File: config.mk
export PLATFORM = sky130hd
export DESIGN_NAME = oscctl_top
export DESIGN_NICKNAME = d
export VERILOG_FILES = /design/src/oscctl_pkg.sv /design/src/oscctl_top.sv /design/src/oscctl_rc_gate.sv /design/src/oscctl_xtal_start.sv
export SDC_FILE = /design/constraint.sdc
export NUM_CORES = 1
export LEC_CHECK = 0
export BUFFER_PORTS_ARGS = -buffer_cell sky130_fd_sc_hd__buf_2
export CORE_ASPECT_RATIO = 0.7
export CORE_MARGIN = 4
export CORE_UTILIZATION = 50
export DETAILED_ROUTE_END_ITERATION = 6
export PLACE_DENSITY = 0.87
export RECOVER_POWER = 50
export SYNTH_ARGS = -nofsm -noshare
export SYNTH_HDL_FRONTEND = slang
export SYNTH_HIERARCHICAL = 1
export SYNTH_SLANG_ARGS = --single-unit
File: constraint.sdc
create_clock -name aclk -period 2.6 [get_ports aclk]
set_clock_uncertainty 0.2 [all_clocks]
set_input_delay 0.13 -clock aclk [delete_from_list [all_inputs] [get_ports aclk]]
set_output_delay 0.13 -clock aclk [all_outputs]
set_load 0.05 [all_outputs]
File: src/oscctl_pkg.sv
// constants and types shared by the oscillator control block
package oscctl_pkg;
  localparam int          ADDR_W         = 8;
  localparam logic [5:0]  IDX_STATUS     = 6'h03;
  localparam logic [5:0]  IDX_FRC_CTRL   = 6'h10;
  localparam logic [5:0]  IDX_FRC_TRIM   = 6'h11;
  localparam logic [5:0]  IDX_FRC_TEMP   = 6'h12;
  localparam logic [5:0]  IDX_LPRC_CTRL  = 6'h18;
  localparam logic [5:0]  IDX_XTAL_CTRL  = 6'h1c;
  localparam logic [5:0]  IDX_PROT_KEY   = 6'h20;
  localparam int          ENABLE_BIT     = 0;
  localparam int          RUNSTBY_BIT    = 1;
  localparam int          SEL_BIT        = 2;
  localparam int          SU_LSB         = 4;
  localparam int          LOCK_BIT       = 7;
  localparam int          SWITCH_BIT     = 0;
  localparam int          FRC_STABLE_BIT = 4;
  localparam int          LP_STABLE_BIT  = 5;
  localparam int          XO_STABLE_BIT  = 6;
  localparam int          FREQ_TRIM_W    = 6;
  localparam int          TEMP_TRIM_W    = 4;
  localparam logic [7:0]  PROT_KEY       = 8'ha5;
  localparam logic [2:0]  PROT_WINDOW    = 3'h4;
  localparam logic [2:0]  GATE_TICKS     = 3'h4;
  localparam logic [16:0] XO_SU_1K       = 17'h0_0400;
  localparam logic [16:0] XO_SU_16K      = 17'h0_4000;
  localparam logic [16:0] XO_SU_32K      = 17'h0_8000;
  localparam logic [16:0] XO_SU_64K      = 17'h1_0000;
  localparam logic [16:0] XO_SU_EXT      = 17'h0_0002;
  localparam logic [16:0] XO_REOPEN      = 17'h0_0002;
  localparam logic [1:0]  SRC_FRC        = 2'h0;
  localparam logic [1:0]  SRC_LPRC       = 2'h1;
  localparam logic [1:0]  SRC_XTAL       = 2'h2;
  localparam logic [1:0]  SRC_EXT        = 2'h3;
  localparam logic [1:0]  RESP_OKAY      = 2'h0;
  localparam logic [1:0]  RESP_SLVERR    = 2'h2;
  typedef enum logic [1:0] {
    RC_OFF = 2'b00, RC_ANALOG = 2'b01, RC_GATE = 2'b11, RC_OPEN = 2'b10
  } oscctl_rc_state_type;
  typedef enum logic [1:0] {
    XO_OFF = 2'b00, XO_WARM = 2'b01, XO_READY = 2'b11, XO_OPEN = 2'b10
  } oscctl_xo_state_type;
endpackage : oscctl_pkg

File: src/oscctl_top.sv
// oscillator control and status registers with an axi4-lite slave
//
// Design decision made here: the AXI4-Lite register port.
`timescale 1ns/1ns
// How it works
// - stable flag needs stable and requested oscillator
// - run-in-standby alone leaves stable flag low
// - switching flag high until new source stable
// - run-in-standby keeps internal oscillator powered
// - no internal clock output without a request
// - gate opens four ticks after analog ready, or four ticks after request in run-in-standby
// - six-bit frequency trim, fuse-selected reset value
// - four-bit temperature slope trim, fuse reset value
// - fuse lock bit blocks both trim writes
// - crystal setup fields frozen while enabled or stable
// - start-up field picks 1k/16k/32k/64k ticks
// - external clock mode skips crystal start-up wait
// - source select: crystal or external clock
// - crystal runs always or on request when enabled
// - crystal output only reaches active requesters
// - warm crystal reaches new requester in two ticks
// - crystal enable takes pins, freezes setup fields
// - crystal enable and standby need protected write
// - external clock start-up is two ticks
module oscctl_top
  import oscctl_pkg::*;
#(
  parameter logic [5:0] FRC_TRIM_16M = 6'h20,
  parameter logic [5:0] FRC_TRIM_20M = 6'h20,
  parameter logic [3:0] FRC_TEMP_16M = 4'h8,
  parameter logic [3:0] FRC_TEMP_20M = 4'h8
)
(
  input  wire logic              aclk,
  input  wire logic              aresetn,
  input  wire logic [ADDR_W-1:0] s_axi_awaddr,
  input  wire logic              s_axi_awvalid,
  output logic                   s_axi_awready,
  input  wire logic [31:0]       s_axi_wdata,
  input  wire logic [3:0]        s_axi_wstrb,
  input  wire logic              s_axi_wvalid,
  output logic                   s_axi_wready,
  output logic [1:0]             s_axi_bresp,
  output logic                   s_axi_bvalid,
  input  wire logic              s_axi_bready,
  input  wire logic [ADDR_W-1:0] s_axi_araddr,
  input  wire logic              s_axi_arvalid,
  output logic                   s_axi_arready,
  output logic [31:0]            s_axi_rdata,
  output logic [1:0]             s_axi_rresp,
  output logic                   s_axi_rvalid,
  input  wire logic              s_axi_rready,
  input  wire logic              fast_rc_tick,
  input  wire logic              lp_rc_tick,
  input  wire logic              crystal_tick,
  input  wire logic              fast_rc_analog_ready,
  input  wire logic              lp_rc_analog_ready,
  input  wire logic              fast_rc_periph_req,
  input  wire logic              lp_rc_periph_req,
  input  wire logic              crystal_periph_req,
  input  wire logic [1:0]        main_clock_select,
  input  wire logic              ext_clock_stable,
  input  wire logic              fuse_frequency_select,
  input  wire logic              fuse_calibration_lock,
  output logic                   fast_rc_power,
  output logic                   fast_rc_clk_gate,
  output logic                   lp_rc_power,
  output logic                   lp_rc_clk_gate,
  output logic                   crystal_power,
  output logic                   crystal_clk_gate,
  output logic                   crystal_pin_override,
  output logic                   crystal_ext_clock_mode,
  output logic [5:0]             fast_rc_freq_trim_field,
  output logic [3:0]             fast_rc_temp_slope_trim,
  output logic [1:0]             main_clock_active
);
  logic              aw_full_q;
  logic              w_full_q;
  logic [5:0]        wr_idx_q;
  logic [31:0]       wdata_q;
  logic              wstrb0_q;
  logic              wr_fire;
  logic              wr_byte;
  logic [5:0]        rd_idx;
  logic [7:0]        rd_byte;
  logic              rd_hit;
  logic              wr_hit;
  logic [2:0]        prot_cnt_q;
  logic              prot_open;
  logic              frc_stby_q;
  logic              lp_stby_q;
  logic              xo_en_q;
  logic              xo_stby_q;
  logic              xo_sel_q;
  logic [1:0]        xo_su_q;
  logic              lock_q;
  logic [1:0]        cur_main_q;
  logic              frc_req;
  logic              lp_req;
  logic              xo_req;
  logic              src_stable;
  logic              switching;
  logic [7:0]        status;

  assign wr_fire   = aw_full_q & w_full_q & ~s_axi_bvalid;
  assign wr_byte   = wr_fire & wstrb0_q;
  assign prot_open = (prot_cnt_q != 3'h0);

  always_comb
  begin
    case (wr_idx_q)
      IDX_FRC_CTRL, IDX_FRC_TRIM, IDX_FRC_TEMP, IDX_LPRC_CTRL,
      IDX_XTAL_CTRL, IDX_STATUS, IDX_PROT_KEY:
        wr_hit = 1'b1;
      default:
        wr_hit = 1'b0;
    endcase
  end

  // write address and data may arrive in either order
  always_ff @(posedge aclk)
  begin
    if (!aresetn)
    begin
      aw_full_q     <= 1'b0;
      s_axi_awready <= 1'b1;
      wr_idx_q      <= '0;
    end
    else if (s_axi_awvalid && s_axi_awready)
    begin
      aw_full_q     <= 1'b1;
      s_axi_awready <= 1'b0;
      wr_idx_q      <= s_axi_awaddr[ADDR_W-1:2];
    end
    else if (wr_fire)
      aw_full_q <= 1'b0;
    else if (s_axi_bvalid && s_axi_bready)
      s_axi_awready <= 1'b1;
  end

  always_ff @(posedge aclk)
  begin
    if (!aresetn)
    begin
      w_full_q     <= 1'b0;
      s_axi_wready <= 1'b1;
      wdata_q      <= '0;
      wstrb0_q     <= 1'b0;
    end
    else if (s_axi_wvalid && s_axi_wready)
    begin
      w_full_q     <= 1'b1;
      s_axi_wready <= 1'b0;
      wdata_q      <= s_axi_wdata;
      wstrb0_q     <= s_axi_wstrb[0];
    end
    else if (wr_fire)
      w_full_q <= 1'b0;
    else if (s_axi_bvalid && s_axi_bready)
      s_axi_wready <= 1'b1;
  end

  always_ff @(posedge aclk)
  begin
    if (!aresetn)
    begin
      s_axi_bvalid <= 1'b0;
      s_axi_bresp  <= RESP_OKAY;
    end
    else if (wr_fire)
    begin
      s_axi_bvalid <= 1'b1;
      s_axi_bresp  <= wr_hit ? RESP_OKAY : RESP_SLVERR;
    end
    else if (s_axi_bready)
      s_axi_bvalid <= 1'b0;
  end

  // the window counts bus writes, standing in for cpu instructions
  always_ff @(posedge aclk)
  begin
    if (!aresetn)
      prot_cnt_q <= '0;
    else if (wr_byte && wr_idx_q == IDX_PROT_KEY && wdata_q[7:0] == PROT_KEY)
      prot_cnt_q <= PROT_WINDOW;
    else if (wr_fire && prot_open)
      prot_cnt_q <= prot_cnt_q - 3'h1;
  end

  // internal rc control registers, protected
  always_ff @(posedge aclk)
  begin
    if (!aresetn)
    begin
      frc_stby_q <= 1'b0;
      lp_stby_q  <= 1'b0;
    end
    else if (wr_byte && prot_open)
    begin
      if (wr_idx_q == IDX_FRC_CTRL)
        frc_stby_q <= wdata_q[RUNSTBY_BIT];
      if (wr_idx_q == IDX_LPRC_CTRL)
        lp_stby_q <= wdata_q[RUNSTBY_BIT];
    end
  end

  // trims load from fuses while reset is held; lock is read-only
  always_ff @(posedge aclk)
  begin
    if (!aresetn)
    begin
      lock_q                  <= fuse_calibration_lock;
      fast_rc_freq_trim_field <= fuse_frequency_select ? FRC_TRIM_20M
                                                       : FRC_TRIM_16M;
      fast_rc_temp_slope_trim <= fuse_frequency_select ? FRC_TEMP_20M
                                                       : FRC_TEMP_16M;
    end
    else if (wr_byte && prot_open && !lock_q)
    begin
      if (wr_idx_q == IDX_FRC_TRIM)
        fast_rc_freq_trim_field <= wdata_q[FREQ_TRIM_W-1:0];
      if (wr_idx_q == IDX_FRC_TEMP)
        fast_rc_temp_slope_trim <= wdata_q[TEMP_TRIM_W-1:0];
    end
  end

  // crystal control: enable and standby protected, setup fields frozen
  always_ff @(posedge aclk)
  begin
    if (!aresetn)
    begin
      xo_en_q   <= 1'b0;
      xo_stby_q <= 1'b0;
      xo_sel_q  <= 1'b0;
      xo_su_q   <= '0;
    end
    else if (wr_byte && prot_open && wr_idx_q == IDX_XTAL_CTRL)
    begin
      xo_en_q   <= wdata_q[ENABLE_BIT];
      xo_stby_q <= wdata_q[RUNSTBY_BIT];
      if (!xo_en_q && !crystal_clk_gate)
      begin
        xo_sel_q  <= wdata_q[SEL_BIT];
        xo_su_q   <= wdata_q[SU_LSB+1:SU_LSB];
      end
    end
  end

  always_ff @(posedge aclk)
  begin
    if (!aresetn)
    begin
      crystal_pin_override   <= 1'b0;
      crystal_ext_clock_mode <= 1'b0;
    end
    else
    begin
      crystal_pin_override   <= xo_en_q;
      crystal_ext_clock_mode <= xo_en_q & xo_sel_q;
    end
  end

  // the old source stays requested until the new one is stable
  assign frc_req = fast_rc_periph_req | (cur_main_q == SRC_FRC)
                   | (main_clock_select == SRC_FRC);
  assign lp_req  = lp_rc_periph_req | (cur_main_q == SRC_LPRC)
                   | (main_clock_select == SRC_LPRC);
  assign xo_req  = crystal_periph_req | (cur_main_q == SRC_XTAL)
                   | (main_clock_select == SRC_XTAL);

  oscctl_rc_gate u_frc
  (
    .aclk         (aclk),
    .aresetn      (aresetn),
    .osc_tick     (fast_rc_tick),
    .request      (frc_req),
    .run_stby     (frc_stby_q),
    .analog_ready (fast_rc_analog_ready),
    .power_q      (fast_rc_power),
    .gate_q       (fast_rc_clk_gate)
  );

  oscctl_rc_gate u_lprc
  (
    .aclk         (aclk),
    .aresetn      (aresetn),
    .osc_tick     (lp_rc_tick),
    .request      (lp_req),
    .run_stby     (lp_stby_q),
    .analog_ready (lp_rc_analog_ready),
    .power_q      (lp_rc_power),
    .gate_q       (lp_rc_clk_gate)
  );

  oscctl_xtal_start u_xtal
  (
    .aclk      (aclk),
    .aresetn   (aresetn),
    .xtal_tick (crystal_tick),
    .enable    (xo_en_q),
    .run_stby  (xo_stby_q),
    .request   (xo_req),
    .sel       (xo_sel_q),
    .su_sel    (xo_su_q),
    .power_q   (crystal_power),
    .gate_q    (crystal_clk_gate)
  );

  always_comb
  begin
    case (main_clock_select)
      SRC_FRC:  src_stable = fast_rc_clk_gate;
      SRC_LPRC: src_stable = lp_rc_clk_gate;
      SRC_XTAL: src_stable = crystal_clk_gate;
      default:  src_stable = ext_clock_stable;
    endcase
  end

  assign switching = (main_clock_select != cur_main_q);

  always_ff @(posedge aclk)
  begin
    if (!aresetn)
      cur_main_q <= SRC_FRC;
    else if (switching && src_stable)
      cur_main_q <= main_clock_select;
  end

  assign main_clock_active = cur_main_q;

  // gate outputs are open only while requested and stable
  always_comb
  begin
    status                 = '0;
    status[SWITCH_BIT]     = switching;
    status[FRC_STABLE_BIT] = fast_rc_clk_gate;
    status[LP_STABLE_BIT]  = lp_rc_clk_gate;
    status[XO_STABLE_BIT]  = crystal_clk_gate;
  end

  assign rd_idx = s_axi_araddr[ADDR_W-1:2];

  // unlisted bits read zero and status ignores writes
  always_comb
  begin
    rd_byte = '0;
    rd_hit  = 1'b1;
    case (rd_idx)
      IDX_STATUS:    rd_byte = status;
      IDX_FRC_CTRL:  rd_byte[RUNSTBY_BIT] = frc_stby_q;
      IDX_FRC_TRIM:  rd_byte[FREQ_TRIM_W-1:0] = fast_rc_freq_trim_field;
      IDX_FRC_TEMP:
      begin
        rd_byte[TEMP_TRIM_W-1:0] = fast_rc_temp_slope_trim;
        rd_byte[LOCK_BIT]        = lock_q;
      end
      IDX_LPRC_CTRL: rd_byte[RUNSTBY_BIT] = lp_stby_q;
      IDX_XTAL_CTRL:
      begin
        rd_byte[ENABLE_BIT]              = xo_en_q;
        rd_byte[RUNSTBY_BIT]             = xo_stby_q;
        rd_byte[SEL_BIT]                 = xo_sel_q;
        rd_byte[SU_LSB+1:SU_LSB]         = xo_su_q;
      end
      IDX_PROT_KEY:  rd_byte = '0;
      default:       rd_hit = 1'b0;
    endcase
  end

  always_ff @(posedge aclk)
  begin
    if (!aresetn)
    begin
      s_axi_arready <= 1'b1;
      s_axi_rvalid  <= 1'b0;
      s_axi_rdata   <= '0;
      s_axi_rresp   <= RESP_OKAY;
    end
    else if (s_axi_arvalid && s_axi_arready)
    begin
      s_axi_arready <= 1'b0;
      s_axi_rvalid  <= 1'b1;
      s_axi_rdata   <= {24'h00_0000, rd_byte};
      s_axi_rresp   <= rd_hit ? RESP_OKAY : RESP_SLVERR;
    end
    else if (s_axi_rvalid && s_axi_rready)
    begin
      s_axi_rvalid  <= 1'b0;
      s_axi_arready <= 1'b1;
    end
  end
endmodule : oscctl_top

File: src/oscctl_rc_gate.sv
// start-up and clock gate sequencer for one internal rc oscillator
`timescale 1ns/1ns
module oscctl_rc_gate
  import oscctl_pkg::*;
(
  input  wire logic aclk,
  input  wire logic aresetn,
  input  wire logic osc_tick,
  input  wire logic request,
  input  wire logic run_stby,
  input  wire logic analog_ready,
  output logic      power_q,
  output logic      gate_q
);
  oscctl_rc_state_type state_q;
  oscctl_rc_state_type state_d;
  logic [2:0]          cnt_q;
  logic [2:0]          cnt_d;

  always_comb
  begin
    state_d = state_q;
    cnt_d   = cnt_q;
    case (state_q)
      RC_OFF:
      begin
        cnt_d = '0;
        // already powered by run-in-standby: no analog wait
        if (request)
          state_d = run_stby ? RC_GATE : RC_ANALOG;
      end
      RC_ANALOG:
      begin
        if (!request)
          state_d = RC_OFF;
        else if (analog_ready)
          state_d = RC_GATE;
      end
      RC_GATE:
      begin
        if (!request)
          state_d = RC_OFF;
        else if (osc_tick)
        begin
          cnt_d = cnt_q + 3'h1;
          if (cnt_d == GATE_TICKS)
            state_d = RC_OPEN;
        end
      end
      RC_OPEN:
      begin
        if (!request)
          state_d = RC_OFF;
      end
      default:
        state_d = RC_OFF;
    endcase
  end

  always_ff @(posedge aclk)
  begin
    if (!aresetn)
    begin
      state_q <= RC_OFF;
      cnt_q   <= '0;
      power_q <= 1'b0;
      gate_q  <= 1'b0;
    end
    else
    begin
      state_q <= state_d;
      cnt_q   <= cnt_d;
      power_q <= run_stby | request;
      gate_q  <= (state_d == RC_OPEN);
    end
  end
endmodule : oscctl_rc_gate

File: src/oscctl_xtal_start.sv
// start-up counter and output gate for the 32 khz crystal oscillator
`timescale 1ns/1ns
module oscctl_xtal_start
  import oscctl_pkg::*;
(
  input  wire logic       aclk,
  input  wire logic       aresetn,
  input  wire logic       xtal_tick,
  input  wire logic       enable,
  input  wire logic       run_stby,
  input  wire logic       request,
  input  wire logic       sel,
  input  wire logic [1:0] su_sel,
  output logic            power_q,
  output logic            gate_q
);
  oscctl_xo_state_type state_q;
  oscctl_xo_state_type state_d;
  logic [16:0]         cnt_q;
  logic [16:0]         cnt_d;
  logic [16:0]         limit;
  logic                powered;

  assign powered = enable & (run_stby | request);

  always_comb
  begin
    case (su_sel)
      2'h0:    limit = XO_SU_1K;
      2'h1:    limit = XO_SU_16K;
      2'h2:    limit = XO_SU_32K;
      default: limit = XO_SU_64K;
    endcase
    if (sel)
      limit = XO_SU_EXT;
  end

  always_comb
  begin
    state_d = state_q;
    cnt_d   = cnt_q;
    case (state_q)
      XO_OFF:
      begin
        cnt_d = '0;
        if (powered)
          state_d = XO_WARM;
      end
      XO_WARM:
      begin
        if (!powered)
          state_d = XO_OFF;
        else if (xtal_tick)
        begin
          cnt_d = cnt_q + 17'h0_0001;
          if (cnt_d == limit)
          begin
            state_d = XO_READY;
            cnt_d   = '0;
          end
        end
      end
      XO_READY:
      begin
        // warm and running; a new requester waits two crystal ticks
        if (!powered)
          state_d = XO_OFF;
        else if (request && xtal_tick)
        begin
          cnt_d = cnt_q + 17'h0_0001;
          if (cnt_d == XO_REOPEN)
            state_d = XO_OPEN;
        end
        // a part count must not shorten the next request's wait
        else if (!request)
          cnt_d = '0;
      end
      XO_OPEN:
      begin
        if (!powered)
          state_d = XO_OFF;
        else if (!request)
        begin
          state_d = XO_READY;
          cnt_d   = '0;
        end
      end
      default:
        state_d = XO_OFF;
    endcase
  end

  always_ff @(posedge aclk)
  begin
    if (!aresetn)
    begin
      state_q <= XO_OFF;
      cnt_q   <= '0;
      power_q <= 1'b0;
      gate_q  <= 1'b0;
    end
    else
    begin
      state_q <= state_d;
      cnt_q   <= cnt_d;
      power_q <= powered;
      gate_q  <= (state_d == XO_OPEN);
    end
  end
endmodule : oscctl_xtal_start

==> impl_metrics.tcl <==
set metrics [dict create \
    outcome "complete, no violations" \
    vias_per_cell 6.20 \
    ant_nets 0 \
    ys_ff_latch 92 \
    cts_tree "built" \
    grt-ovfl-total 0 \
    fin_util 0.627 \
    timing.slew.headroom 0.374 \
    fillers 762 \
    final_cell_mix "dfxtp_1 (86), nand2_1 (79), a21oi_1 (68)" \
    cp-start-kind "flop" \
    drtIter0Drc 672 \
    min_from "s_axi_araddr[7]" \
    critPathArrivalTime_ns 2.53 \
    synth_edf_count 1 \
    cts.sinks 92 \
    hold_viol 0 \
    dp_hpwl_um 11300 \
    dpl.cell_count 840 \
    cp.required_ns 2.62 \
    insertion_delay_ns 0.35 \
    synthCells 646 \
    worst_pin_slew_ns 0.937 \
    hp-class "in2reg" \
    whs_ns 0.00917 \
    finalCritPeriodShare 0.964 \
    stdcell_area_um2 6230 \
    area_delta_synth_final_pct 18.8 \
    setup_violations 0 \
    clock-root-buffer "clkbuf_16" \
    rows 30 \
    worst_path_largest_cell_delay_ns 0.37 \
    worstPathMaxFanout 5 \
    clkSlewWorstSetupHoldPaths_ns 0.07 \
    track_usage 0.261 \
    setup_ws_ns 0.0947 \
    syn_avg_cell_area_um2 8.12 \
    path_class "reg2reg" \
    tns_ns 0 \
    grt_pass1_vias 5088 \
    die-area_um2 12200 \
    yosysSeqAreaShare 0.353 \
    power_density_nw_per_um2 514 \
    peakVddDrop_uv 335 \
    leakage_nw 2.39 \
    cp_top_family "simple AND/OR/NAND/NOR gates" \
    fp.dieH_um 93.7 \
    crit_buf_inv 0 \
    finalMaxSlewViolations 0 \
    crit_slowest_cell "nor4_4" \
    synth_area_um2 5250 \
    period_minus_slack_ns 2.51 \
    cts_buffers 9 \
    dpl_cell_area_um2 5710 \
    drive_above_1_share 0.149 \
    antenna_cells 0 \
    wl_per_cell_um 18.1 \
    synthArstFlopShare 0 \
    cp-end-kind "flop" \
    synth.distinct_cells 87 \
    ys.flop_type "dfxtp_1" \
    gp_congestion 0.943 \
    worstPathCellList "ha_1 > nand4_4 > nor4_4 > xnor2_1 > a211oi_2 > o32ai_2 > nor3_1 > a211oi_1" \
    wl_um 16000 \
    die_w_um 130 \
    grt_antenna_before_repair 0 \
    place_ws_ns 0.0657 \
    clk_path_buf_depth 2 \
    yosysWarningCount 6 \
    fmax_mhz 399 \
    ios 133 \
    r2r-start "u_xtal/cnt_q[0]" \
    place.port_buffers 74 \
    nNetsFinal 831 \
    p_total_mw 3.20 \
    fin_cells 884 \
    coreArea_um2 9950 \
    drc_errors 0 \
    startpoint "u_xtal/cnt_q[0]" \
    drv_cap 0 \
    rsz0062_at_grt "yes" \
    initial_core_util 0.527 \
    mostFrequentLayoutCell "dfxtp_1" \
    vias 5477 \
    htree_levels 3 \
    first_pass_iters 6 \
    grt_max_degree 23 \
    grt_pass1_wl_um 25500 \
]
-- path summary, 6_finish.rpt --
path                      to  slack [ns]  cells past startpoint
max          u_xtal/cnt_q[1]        0.09                      8
min           s_axi_rdata[5]       0.009                      4
max reg2reg  u_xtal/cnt_q[1]        0.09                      8
min reg2reg       wdata_q[6]        0.28                      2
-- layer usage --
layer	track usage	vias up	share of wire
met3	0.0767	66	0.11
met2	0.397	358	0.44
met5	0	-	0
li1	-	2499	-
met4	0.0788	0	0.029
met1	0.358	2554	0.42
-- worst min-delay path, cell delays in order --
cell and delay (ns):
buf_2 0.14, nor3b_2 0.11, nand2_1 0.07, a221oi_1 0.06
-- cell usage after synthesis (3+ instances only) --
cell      instances  area, µm²
a22o_1            7       61.3
and3_1           10       62.6
clkbuf_1         16       60.1
and3b_1           3       26.3
mux2i_1           7       70.1
nand2b_1          9       56.3
and4_1            3       26.3
nor3b_1           3       22.5
nand4_1           9       56.3
xor2_1            6       52.6
nor4_1            6       37.5
a31oi_1          12       75.1
o22ai_1           7       43.8
ha_1              8        100
nor3_1            9       45.0
a22oi_1           4       30.0
a21boi_1          3       22.5
buf_2            12       60.1
nor2_1           41        154
inv_1            18       67.6
a211oi_1          3       22.5
o21ai_1          12       60.1
nor2b_1           8       50.1
a21oi_1          68        340
nand3_1          23        115
o21ai_0          27        135
a221oi_1          3       26.3
o21a_1            4       30.0
dfxtp_1          91       1820
buf_4            28        210
o31ai_1           4       30.0
o211ai_1          5       37.5
xnor2_1          13        114
nand2_1          80        300
nor4b_1           4       35.0
nand4b_1          8       70.1
and2_1            8       50.1
a32oi_1           4       35.0
-- registers in the layout, indices dropped and copies added (netlist names), 4 cells and up --
register                 cells
wdata_q                      8
fast_rc_temp_slope_trim      4
fast_rc_freq_trim_field      6
u_xtal/cnt_q                17
s_axi_rdata                  8
wr_idx_q                     6
-- report_power, final --
group / leakage [nW] / switching [mW] / internal (mW)
clock network: 0.141 / 0.620 / 0.671
logic: 1.50 / 0.288 / 0.117
registers: 0.752 / 0.0541 / 1.45
total: 2.39 / 0.962 / 2.24
-- logic make-up after synthesis --
kind of cell,share of synthesized area
compound gates,0.222
other cells,0.000715
buf+inv,0.0816
mux,0.0198
flops,0.353
xor+xnor,0.0348
fa+ha+maj,0.0191
simple gates,0.269
-- final cells by class --
type,instances,area (µm²),area share
multi-input cells,501,3060,0.491
repair buffers,128,796,0.128
inverters,19,71.3,0.0114
well taps,128,160,0.0257
clock inverters,6,57.6,0.00923
flip-flops and latches,92,1860,0.298
clock buffers,10,229,0.0367
-- repair_timing --
action	CTS	global route
setup endpoints to repair	0	9
setup buffers	0	1
hold buffers	27	0
hold endpoints to repair	32	0
resized for setup	0	7
No activity file was read; power rests on OpenSTA's default activity.
